==> src/common/cscw_pkg.sv <==
package cscw_pkg;

  // ==========================================================================
  // register byte offsets
  localparam logic [11:0] CTRL_OFF = 12'h000;
  localparam logic [11:0] ERR_OFF = 12'h004;
  localparam logic [11:0] VALID_OFF = 12'h008;
  localparam logic [11:0] STATE_OFF = 12'h00c;
  localparam logic [11:0] IRQ_STAT_OFF = 12'h010;
  localparam logic [11:0] IRQ_MASK_OFF = 12'h014;
  localparam logic [11:0] PD_IN_OFF = 12'h018;
  localparam logic [11:0] LIST_OFF = 12'h100;
  localparam int LIST_DEPTH = 64;
  localparam int LIST_AW = 6;
  localparam int LIST_FIRST_TERM = 2;

  // ==========================================================================
  // field positions and values
  localparam int CTRL_DIS_OUT_BIT = 4;
  localparam int CTRL_SHOW_OVR_BIT = 5;
  localparam logic [15:0] CTRL_RESET = 16'h0000;
  localparam logic [15:0] ERR_NONE = 16'h0000;
  localparam int ERR_FAULT_BIT = 0;
  localparam int ERR_OVR_BIT = 1;
  localparam int TYPE_FMT_BIT = 15;
  localparam logic [15:0] ONLINE_USED = 16'hff7f;
  localparam logic [15:0] COUPLER_NAME = 16'h0b01; // arbitrary value
  localparam int IRQ_OVR_BIT = 0;
  localparam int IRQ_INVALID_BIT = 1;
  localparam int IRQ_STATE_BIT = 2;
  localparam int IRQ_SCAN_BIT = 3;
  localparam int IRQ_W = 4;
  localparam logic [1:0] RESP_OKAY = 2'b00;
  localparam logic [1:0] RESP_SLVERR = 2'b10;

  // ==========================================================================
  // slave state codes, low nibble of the online-state word
  localparam logic [3:0] ST_INIT = 4'h1;
  localparam logic [3:0] ST_PREOP = 4'h2;
  localparam logic [3:0] ST_BOOT = 4'h3;
  localparam logic [3:0] ST_SAFEOP = 4'h4;
  localparam logic [3:0] ST_OP = 4'h8;

  // ==========================================================================
  // carriers
  typedef struct packed {
    logic is_complex;
    logic [14:0] reg8_type;
    logic [6:0] pd_cfg;
    logic [5:0] sr_ext;
    logic special;
    logic is_output;
  } cscw_term_t;

  typedef struct packed {
    logic [3:0] port;
    logic unexp_link;
    logic miss_link;
    logic link_err;
    logic not_present;
    logic spare;
    logic init_err;
    logic id_err;
    logic slave_err;
    logic [3:0] state;
  } cscw_online_t;

endpackage : cscw_pkg

==> src/hdl/cscw_top.sv <==
// The implementer's own choices: the register addresses and the AXI4-Lite slave port.
module cscw_top import cscw_pkg::*; (
  input wire logic clk,
  input wire logic rst,
  input wire logic s_axi_awvalid,
  output logic s_axi_awready,
  input wire logic [11:0] s_axi_awaddr,
  input wire logic s_axi_wvalid,
  output logic s_axi_wready,
  input wire logic [31:0] s_axi_wdata,
  input wire logic [3:0] s_axi_wstrb,
  output logic s_axi_bvalid,
  input wire logic s_axi_bready,
  output logic [1:0] s_axi_bresp,
  input wire logic s_axi_arvalid,
  output logic s_axi_arready,
  input wire logic [11:0] s_axi_araddr,
  output logic s_axi_rvalid,
  input wire logic s_axi_rready,
  output logic [31:0] s_axi_rdata,
  output logic [1:0] s_axi_rresp,
  input wire logic scan_start,
  input wire logic term_valid,
  input wire cscw_term_t term_desc,
  input wire logic telegram,
  input wire logic [15:0] pd_out,
  input wire logic wc_invalid,
  input wire cscw_online_t online_in,
  input wire logic coupler_fault,
  input wire logic tb_done,
  input wire logic [15:0] tb_in_data,
  output logic tb_start,
  output logic tb_out_enable,
  output logic [15:0] tb_out_data,
  output logic [15:0] pd_in,
  output logic irq
);

  // ==========================================================================
  // helpers
  function automatic logic [15:0] type_word(input cscw_term_t t);
    if (t.is_complex) begin
      type_word = {1'b0, t.reg8_type};
    end else begin
      type_word = {1'b1, t.pd_cfg, t.sr_ext, t.special, t.is_output};
    end
  endfunction : type_word

  function automatic logic [15:0] online_word(input cscw_online_t o);
    online_word = o & ONLINE_USED;
  endfunction : online_word

  // ==========================================================================
  // terminal list
  logic [15:0] list_mem [0:LIST_DEPTH-1];
  logic [LIST_AW-1:0] count_ff;

  always_ff @(posedge clk) begin
    if (rst || scan_start) begin
      count_ff <= '0;
    end else if (term_valid && count_ff < LIST_AW'(LIST_DEPTH - LIST_FIRST_TERM)) begin
      count_ff <= count_ff + 1'b1;
    end
  end

  always_ff @(posedge clk) begin
    if (term_valid && !scan_start) begin
      list_mem[count_ff + LIST_AW'(LIST_FIRST_TERM)] <= type_word(term_desc);
    end
  end

  // ==========================================================================
  // control word and terminal-bus side
  logic [15:0] ctrl_ff;
  logic tb_busy_ff, tb_start_ff, tb_out_enable_ff;
  logic [15:0] tb_out_data_ff, in_mem_ff, pd_in_ff;

  always_ff @(posedge clk) begin
    if (rst) begin
      tb_start_ff <= 1'b0;
      tb_busy_ff <= 1'b0;
    end else begin
      tb_start_ff <= telegram && !tb_busy_ff;
      if (telegram && !tb_busy_ff) begin
        tb_busy_ff <= 1'b1;
      end else if (tb_done) begin
        tb_busy_ff <= 1'b0;
      end
    end
  end

  always_ff @(posedge clk) begin
    if (rst) begin
      in_mem_ff <= '0;
      pd_in_ff <= '0;
    end else begin
      if (tb_done) begin
        in_mem_ff <= tb_in_data;
      end
      if (telegram) begin
        pd_in_ff <= in_mem_ff;
      end
    end
  end

  always_ff @(posedge clk) begin
    if (rst) begin
      tb_out_enable_ff <= 1'b0;
      tb_out_data_ff <= '0;
    end else begin
      tb_out_enable_ff <= !ctrl_ff[CTRL_DIS_OUT_BIT];
      tb_out_data_ff <= ctrl_ff[CTRL_DIS_OUT_BIT] ? 16'h0000 : pd_out;
    end
  end

  // ==========================================================================
  // status snapshot per telegram
  logic [15:0] err_ff, state_ff, nxt_err;
  logic valid_flag_ff;

  always_comb begin
    nxt_err = ERR_NONE;
    nxt_err[ERR_FAULT_BIT] = coupler_fault;
    nxt_err[ERR_OVR_BIT] = tb_busy_ff && ctrl_ff[CTRL_SHOW_OVR_BIT];
  end

  always_ff @(posedge clk) begin
    if (rst) begin
      err_ff <= ERR_NONE;
      state_ff <= '0;
      valid_flag_ff <= 1'b0;
    end else if (telegram) begin
      err_ff <= nxt_err;
      state_ff <= online_word(online_in);
      valid_flag_ff <= wc_invalid;
    end
  end

  // ==========================================================================
  // interrupts
  logic [IRQ_W-1:0] irq_stat_ff, irq_mask_ff, irq_set, irq_clr;
  logic irq_ff;

  always_comb begin
    irq_set = '0;
    irq_set[IRQ_OVR_BIT] = telegram && tb_busy_ff;
    irq_set[IRQ_INVALID_BIT] = telegram && wc_invalid;
    irq_set[IRQ_STATE_BIT] = telegram && (online_word(online_in) != state_ff);
    irq_set[IRQ_SCAN_BIT] = scan_start;
  end

  always_ff @(posedge clk) begin
    if (rst) begin
      irq_stat_ff <= '0;
      irq_ff <= 1'b0;
    end else begin
      // a new event beats a clear in the same cycle
      irq_stat_ff <= (irq_stat_ff & ~irq_clr) | irq_set;
      irq_ff <= |(((irq_stat_ff & ~irq_clr) | irq_set) & irq_mask_ff);
    end
  end

  // ==========================================================================
  // axi4-lite slave
  logic awready_ff, wready_ff, bvalid_ff, arready_ff, rvalid_ff, aw_hold_ff, w_hold_ff, do_write;
  logic [11:0] awaddr_ff;
  logic [31:0] wdata_ff, rdata_ff;
  logic [3:0] wstrb_ff;
  logic [1:0] bresp_ff, rresp_ff;

  assign do_write = aw_hold_ff && w_hold_ff && !bvalid_ff;
  assign irq_clr = (do_write && awaddr_ff == IRQ_STAT_OFF && wstrb_ff[0]) ? wdata_ff[IRQ_W-1:0] : '0;

  always_ff @(posedge clk) begin
    if (rst) begin
      awready_ff <= 1'b1;
      wready_ff <= 1'b1;
      aw_hold_ff <= 1'b0;
      w_hold_ff <= 1'b0;
      bvalid_ff <= 1'b0;
      bresp_ff <= RESP_OKAY;
      awaddr_ff <= '0;
      wdata_ff <= '0;
      wstrb_ff <= '0;
    end else begin
      if (s_axi_awvalid && awready_ff) begin
        awready_ff <= 1'b0;
        aw_hold_ff <= 1'b1;
        awaddr_ff <= s_axi_awaddr;
      end
      if (s_axi_wvalid && wready_ff) begin
        wready_ff <= 1'b0;
        w_hold_ff <= 1'b1;
        wdata_ff <= s_axi_wdata;
        wstrb_ff <= s_axi_wstrb;
      end
      if (do_write) begin
        aw_hold_ff <= 1'b0;
        w_hold_ff <= 1'b0;
        bvalid_ff <= 1'b1;
        bresp_ff <= (awaddr_ff == CTRL_OFF || awaddr_ff == IRQ_STAT_OFF || awaddr_ff == IRQ_MASK_OFF)
          ? RESP_OKAY : RESP_SLVERR;
      end else if (bvalid_ff && s_axi_bready) begin
        bvalid_ff <= 1'b0;
        awready_ff <= 1'b1;
        wready_ff <= 1'b1;
      end
    end
  end

  always_ff @(posedge clk) begin
    if (rst) begin
      ctrl_ff <= CTRL_RESET;
      irq_mask_ff <= '0;
    end else if (do_write && awaddr_ff == CTRL_OFF) begin
      if (wstrb_ff[0]) begin
        ctrl_ff[7:0] <= wdata_ff[7:0];
      end
      if (wstrb_ff[1]) begin
        ctrl_ff[15:8] <= wdata_ff[15:8];
      end
    end else if (do_write && awaddr_ff == IRQ_MASK_OFF && wstrb_ff[0]) begin
      irq_mask_ff <= wdata_ff[IRQ_W-1:0];
    end
  end

  logic [31:0] rd_val;
  logic rd_ok;
  logic [LIST_AW-1:0] rd_idx;
  assign rd_idx = s_axi_araddr[LIST_AW+1:2];

  always_comb begin
    rd_val = 32'h0000_0000;
    rd_ok = 1'b1;
    if (s_axi_araddr >= LIST_OFF && s_axi_araddr < LIST_OFF + 12'(4 * LIST_DEPTH)) begin
      if (rd_idx == '0) begin
        rd_val = {26'h0, count_ff};
      end else if (rd_idx == LIST_AW'(1)) begin
        rd_val = {16'h0000, COUPLER_NAME};
      end else if ({1'b0, rd_idx} < {1'b0, count_ff} + 7'(LIST_FIRST_TERM)) begin
        rd_val = {16'h0000, list_mem[rd_idx]};
      end
    end else begin
      unique case (s_axi_araddr)
        CTRL_OFF: rd_val = {16'h0000, ctrl_ff};
        ERR_OFF: rd_val = {16'h0000, err_ff};
        VALID_OFF: rd_val = {31'h0, valid_flag_ff};
        STATE_OFF: rd_val = {16'h0000, state_ff};
        IRQ_STAT_OFF: rd_val = {28'h0000000, irq_stat_ff};
        IRQ_MASK_OFF: rd_val = {28'h0000000, irq_mask_ff};
        PD_IN_OFF: rd_val = {16'h0000, pd_in_ff};
        default: rd_ok = 1'b0;
      endcase
    end
  end

  always_ff @(posedge clk) begin
    if (rst) begin
      arready_ff <= 1'b1;
      rvalid_ff <= 1'b0;
      rdata_ff <= '0;
      rresp_ff <= RESP_OKAY;
    end else if (s_axi_arvalid && arready_ff) begin
      arready_ff <= 1'b0;
      rvalid_ff <= 1'b1;
      rdata_ff <= rd_val;
      rresp_ff <= rd_ok ? RESP_OKAY : RESP_SLVERR;
    end else if (rvalid_ff && s_axi_rready) begin
      rvalid_ff <= 1'b0;
      arready_ff <= 1'b1;
    end
  end

  // ==========================================================================
  // outputs
  assign s_axi_awready = awready_ff;
  assign s_axi_wready = wready_ff;
  assign s_axi_bvalid = bvalid_ff;
  assign s_axi_bresp = bresp_ff;
  assign s_axi_arready = arready_ff;
  assign s_axi_rvalid = rvalid_ff;
  assign s_axi_rdata = rdata_ff;
  assign s_axi_rresp = rresp_ff;
  assign tb_start = tb_start_ff;
  assign tb_out_enable = tb_out_enable_ff;
  assign tb_out_data = tb_out_data_ff;
  assign pd_in = pd_in_ff;
  assign irq = irq_ff;
endmodule : cscw_top

==> config.mk <==
export PLATFORM = sky130hd
export DESIGN_NAME = cscw_top
export DESIGN_NICKNAME = d
export VERILOG_FILES = /design/src/common/cscw_pkg.sv /design/src/hdl/cscw_top.sv
export SDC_FILE = /design/constraint.sdc
export NUM_CORES = 1
export LEC_CHECK = 0
export BUFFER_PORTS_ARGS = -buffer_cell sky130_fd_sc_hd__buf_2
export CAP_MARGIN = 30
export CORE_ASPECT_RATIO = 1.1
export CORE_MARGIN = 4
export CORE_UTILIZATION = 45
export CTS_CLUSTER_SIZE = 30
export DETAILED_ROUTE_END_ITERATION = 12
export SYNTH_ARGS = -nofsm -noshare
export SYNTH_HDL_FRONTEND = slang
export SYNTH_SLANG_ARGS = --single-unit
export TNS_END_PERCENT = 1
==> constraint.sdc <==
create_clock -name clk -period 4 [get_ports clk]
set_input_delay 0.2 -clock clk [delete_from_list [all_inputs] [get_ports clk]]
set_output_delay 0.2 -clock clk [all_outputs]
set_load 0.01 [all_outputs]
==> metrics.txt <==
core region area roughly 100000 µm²; mean number of vias per cell 5.75; standard-cell row count ~120; share of the synthesized area in the top cell type 65.6%; maximum resistive drop on vdd 0.391 mV; post-CTS setup repair buffer count 0; Crit. End Element flop; mean cell area of the mapped netlist roughly 18 µm²; share of cells above drive strength 1 a little under a quarter; FF+latch count, synth approximately 1200; fill count about 8200; prevailing post-synth register cell edfxtp_1; most common library cells after synthesis edfxtp_1 (1024), nand2_1 (207), mux4_2 (196), nor2_1 (173), dfxtp_1 (155); Clock Skew 0.0406 ns; list of cells traversed by the critical path ha_1 -> nand2_1 -> xnor2_1 -> buf_4 -> inv_1 -> ha_1 -> nand2_1 -> a21oi_1 -> a221o_1 -> a21oi_4 -> or4b_1 -> a211oi_1; leading area contributor after synthesis edfxtp_1; fraction of the cycle the final worst path needs between 80% and 90%; number of design rule violations left after detail routing 0; wire length of the first global-routing pass ~180 mm; path type of the worst setup path reg2reg; cell with the biggest individual delay on the critical path dfxtp_1; clock tree from TritonCTS done; die footprint 109000 µm²; Mapped Area ~47000 µm²; Post-synth EDFFs a little over 1000; number of nets with antenna violations after routing 0; unrepaired setup endpoints after global routing no; final-report hold violation count 0; layout net count approximately 3200; root buf cell clkbuf_16; Critical Path Source Type flop; initial cell density of the core 45.6%; largest cells by area after synthesis edfxtp_1 (66%), mux4_2 (9.4%), dfxtp_1 (6.6%), mux2i_1 (3.1%), mux4_1 (2.0%); path type of the worst min-delay path in2reg; sum of net half-perimeters after detailed placement a little over 80 mm; number of top-level pins 228; biggest fanout along the worst timing path 9; Avg WL per Cell 28.0 µm; CTS sink count 1179; setup TNS after final layout 0 ns; total met2 wirelength after detailed routing around 64 mm; post-route insts no fill ~4500; number of optimization iterations in the first detailed-route pass 5; Post-CTS Resized 0; detailed-route wire length 126 mm; number of cells produced by synthesis roughly 2600; clock-pin slew of the registers on the worst-case setup and hold paths about 0.06 ns; number of violations reported at the end of detailed-routing iteration 0 between 2000 and 2500; number of instances in the placed design between 4000 and 5000; via count of the first global-routing pass ~26000; Leakage Power roughly 19 nW; sequential element share of the synthesized area between 70% and 80%; final-layout worst hold slack slightly above 0.06 ns; signal arrival time at the worst endpoint 4.17 ns; routed length on met1 49.1 mm; overall die width around 320 µm; worst path required time approximately 4.6 ns; maximum single-stage delay on the critical path around 0.53 ns; Max Cap Violations 0; IO buf count 190; post-detailed-placement cell area ~50000 µm²; maximum level of the CTS H-tree 3; maximum number of pins on one net before global-route repair 74; total via count in the routed design about 26000; number of buffers added by the clock tree synthesis step approximately 120; antenna violations before repair 5; Layout area overhead 16.2%; cts-stage hold buffer count between 100 and 150; register-to-register path setup slack 0.44 ns; result of the run finished, final reports clean; last weighted congestion value of the routability-driven placer between 0.8 and 0.9; number of pins with negative max-slew slack in the final report 0; asr flop ratio synth 0%; most numerous cell in the Yosys netlist edfxtp_1; clock network latency to the later pin of the worst-skew pair 0.70 ns; Least-Margin Pin Slew 0.987 ns; f_max ~0.28 GHz; minimum period implied by the final worst setup slack 3.56 ns; power density over cell area between 400 and 500 nW/µm²; maximum number of buffers from clock root to sink 3; final cell area excluding filler cells between 50000 and 60000 µm²; number of synthesis warnings 0; Remaining Overflow, GRT 0; highest routed metal layer met5; Setup Viol. Count Final 0; number of different library cells in the post-synthesis netlist 84; Die Y ~350 µm; relative slew slack 33.1%; routed wire length on met3 between 8 and 9 mm; aggregate global-route resource usage approximately 23%
-- layer usage --
layer	GRT usage, %	vias to the layer above
li1	-	11200
met1	29.3	13500
met2	39.2	1015
met3	3.43	210
met4	8.28	4
met5	0	-
-- layout by cell type (no fill, tap or decap), drive strengths merged, types with 13 or more instances in the layout --
cell / count
clkbuf: 152
a22oi: 27
nor2: 173
xor2: 19
nand2: 208
nor2b: 13
dfxtp: 155
dlygate4sd3: 103
o21ai: 13
edfxtp: 1024
o22ai: 30
a21oi: 82
clkinv: 49
inv: 16
buf: 337
mux2: 34
mux2i: 144
mux4: 232
and2: 30
nand3: 47
conb: 18
a211oi: 20
-- path summary, 6_finish.rpt --
kind                                        to  cells after the start         from
worst min register to register     ctrl_ff[11]                      2  ctrl_ff[11]
worst min-delay path                  pd_in[2]                      3     telegram
worst max-delay path            s_axi_rdata[2]                     12  count_ff[1]
worst max register to register  s_axi_rdata[2]                     12  count_ff[1]
-- area by class of cell --
| class | instances | area [µm²] | area share [%] |
|---|---|---|---|
| sequential | 1179 | 33900 | 62.1 |
| multi-input combinational | 1269 | 11800 | 21.7 |
| timing repair buffer | 440 | 3290 | 6.03 |
| clock buffer | 152 | 3140 | 5.77 |
| tap | 1375 | 1720 | 3.16 |
| clock inverter | 65 | 611 | 1.12 |
| inverter | 15 | 58.8 | 0.108 |
| antenna | 1 | 2.50 | 0.00459 |
-- where the power goes --
part | internal (W) | switching, W | total (W)
Combinational | 0.000624 | 0.00102 | 0.00165
Sequential | 0.0135 | 0.0000675 | 0.0136
Clock | 0.00617 | 0.00458 | 0.0107
Total | 0.0203 | 0.00567 | 0.0260
-- critical path: cells and delay by family (launching register included) --
kind | cells | cell delay (ns)
compound gates | 4 | 0.88
simple gates | 3 | 0.68
fa+ha+maj | 2 | 0.74
xor+xnor | 1 | 0.29
flops | 1 | 0.53
buf+inv | 2 | 0.33
-- metrics by stage --
step | utilization [%] | total power (W) | setup slack, ns
after detailed placement | 48.3 | 0.0154 | 0.570
after global placement | 48.3 | 0.0154 | 0.622
final | 53.0 | 0.0260 | 0.439
after floorplan | - | 0.0148 | 1.19
after global routing | 53.0 | 0.0268 | 0.335
after CTS | 53.0 | 0.0262 | 0.539
-- flip-flops by register name, summed over array words and instances (netlist names), 4 cells and up --
name         cells
awaddr_ff       12
count_ff         6
ctrl_ff         16
in_mem_ff       16
irq_mask_ff      4
irq_stat_ff      4
list_mem      1024
pd_in           16
s_axi_rdata     16
state_ff        15
tb_out_data     16
wdata_ff        16
-- cell families after synthesis --
family | Yosys count | synth area share [%]
XOR/XNOR | 23 | 0.430
multiplexers | 410 | 15.3
AND/OR/NAND/NOR | 544 | 5.24
AO/OA/AOI/OAI | 265 | 3.82
adder cells (fa/ha/maj) | 9 | 0.240
buffers and inverters | 174 | 2.72
other | 1 | 0.00800
flip-flops | 1179 | 72.2
(Power assumes the default switching activity.)
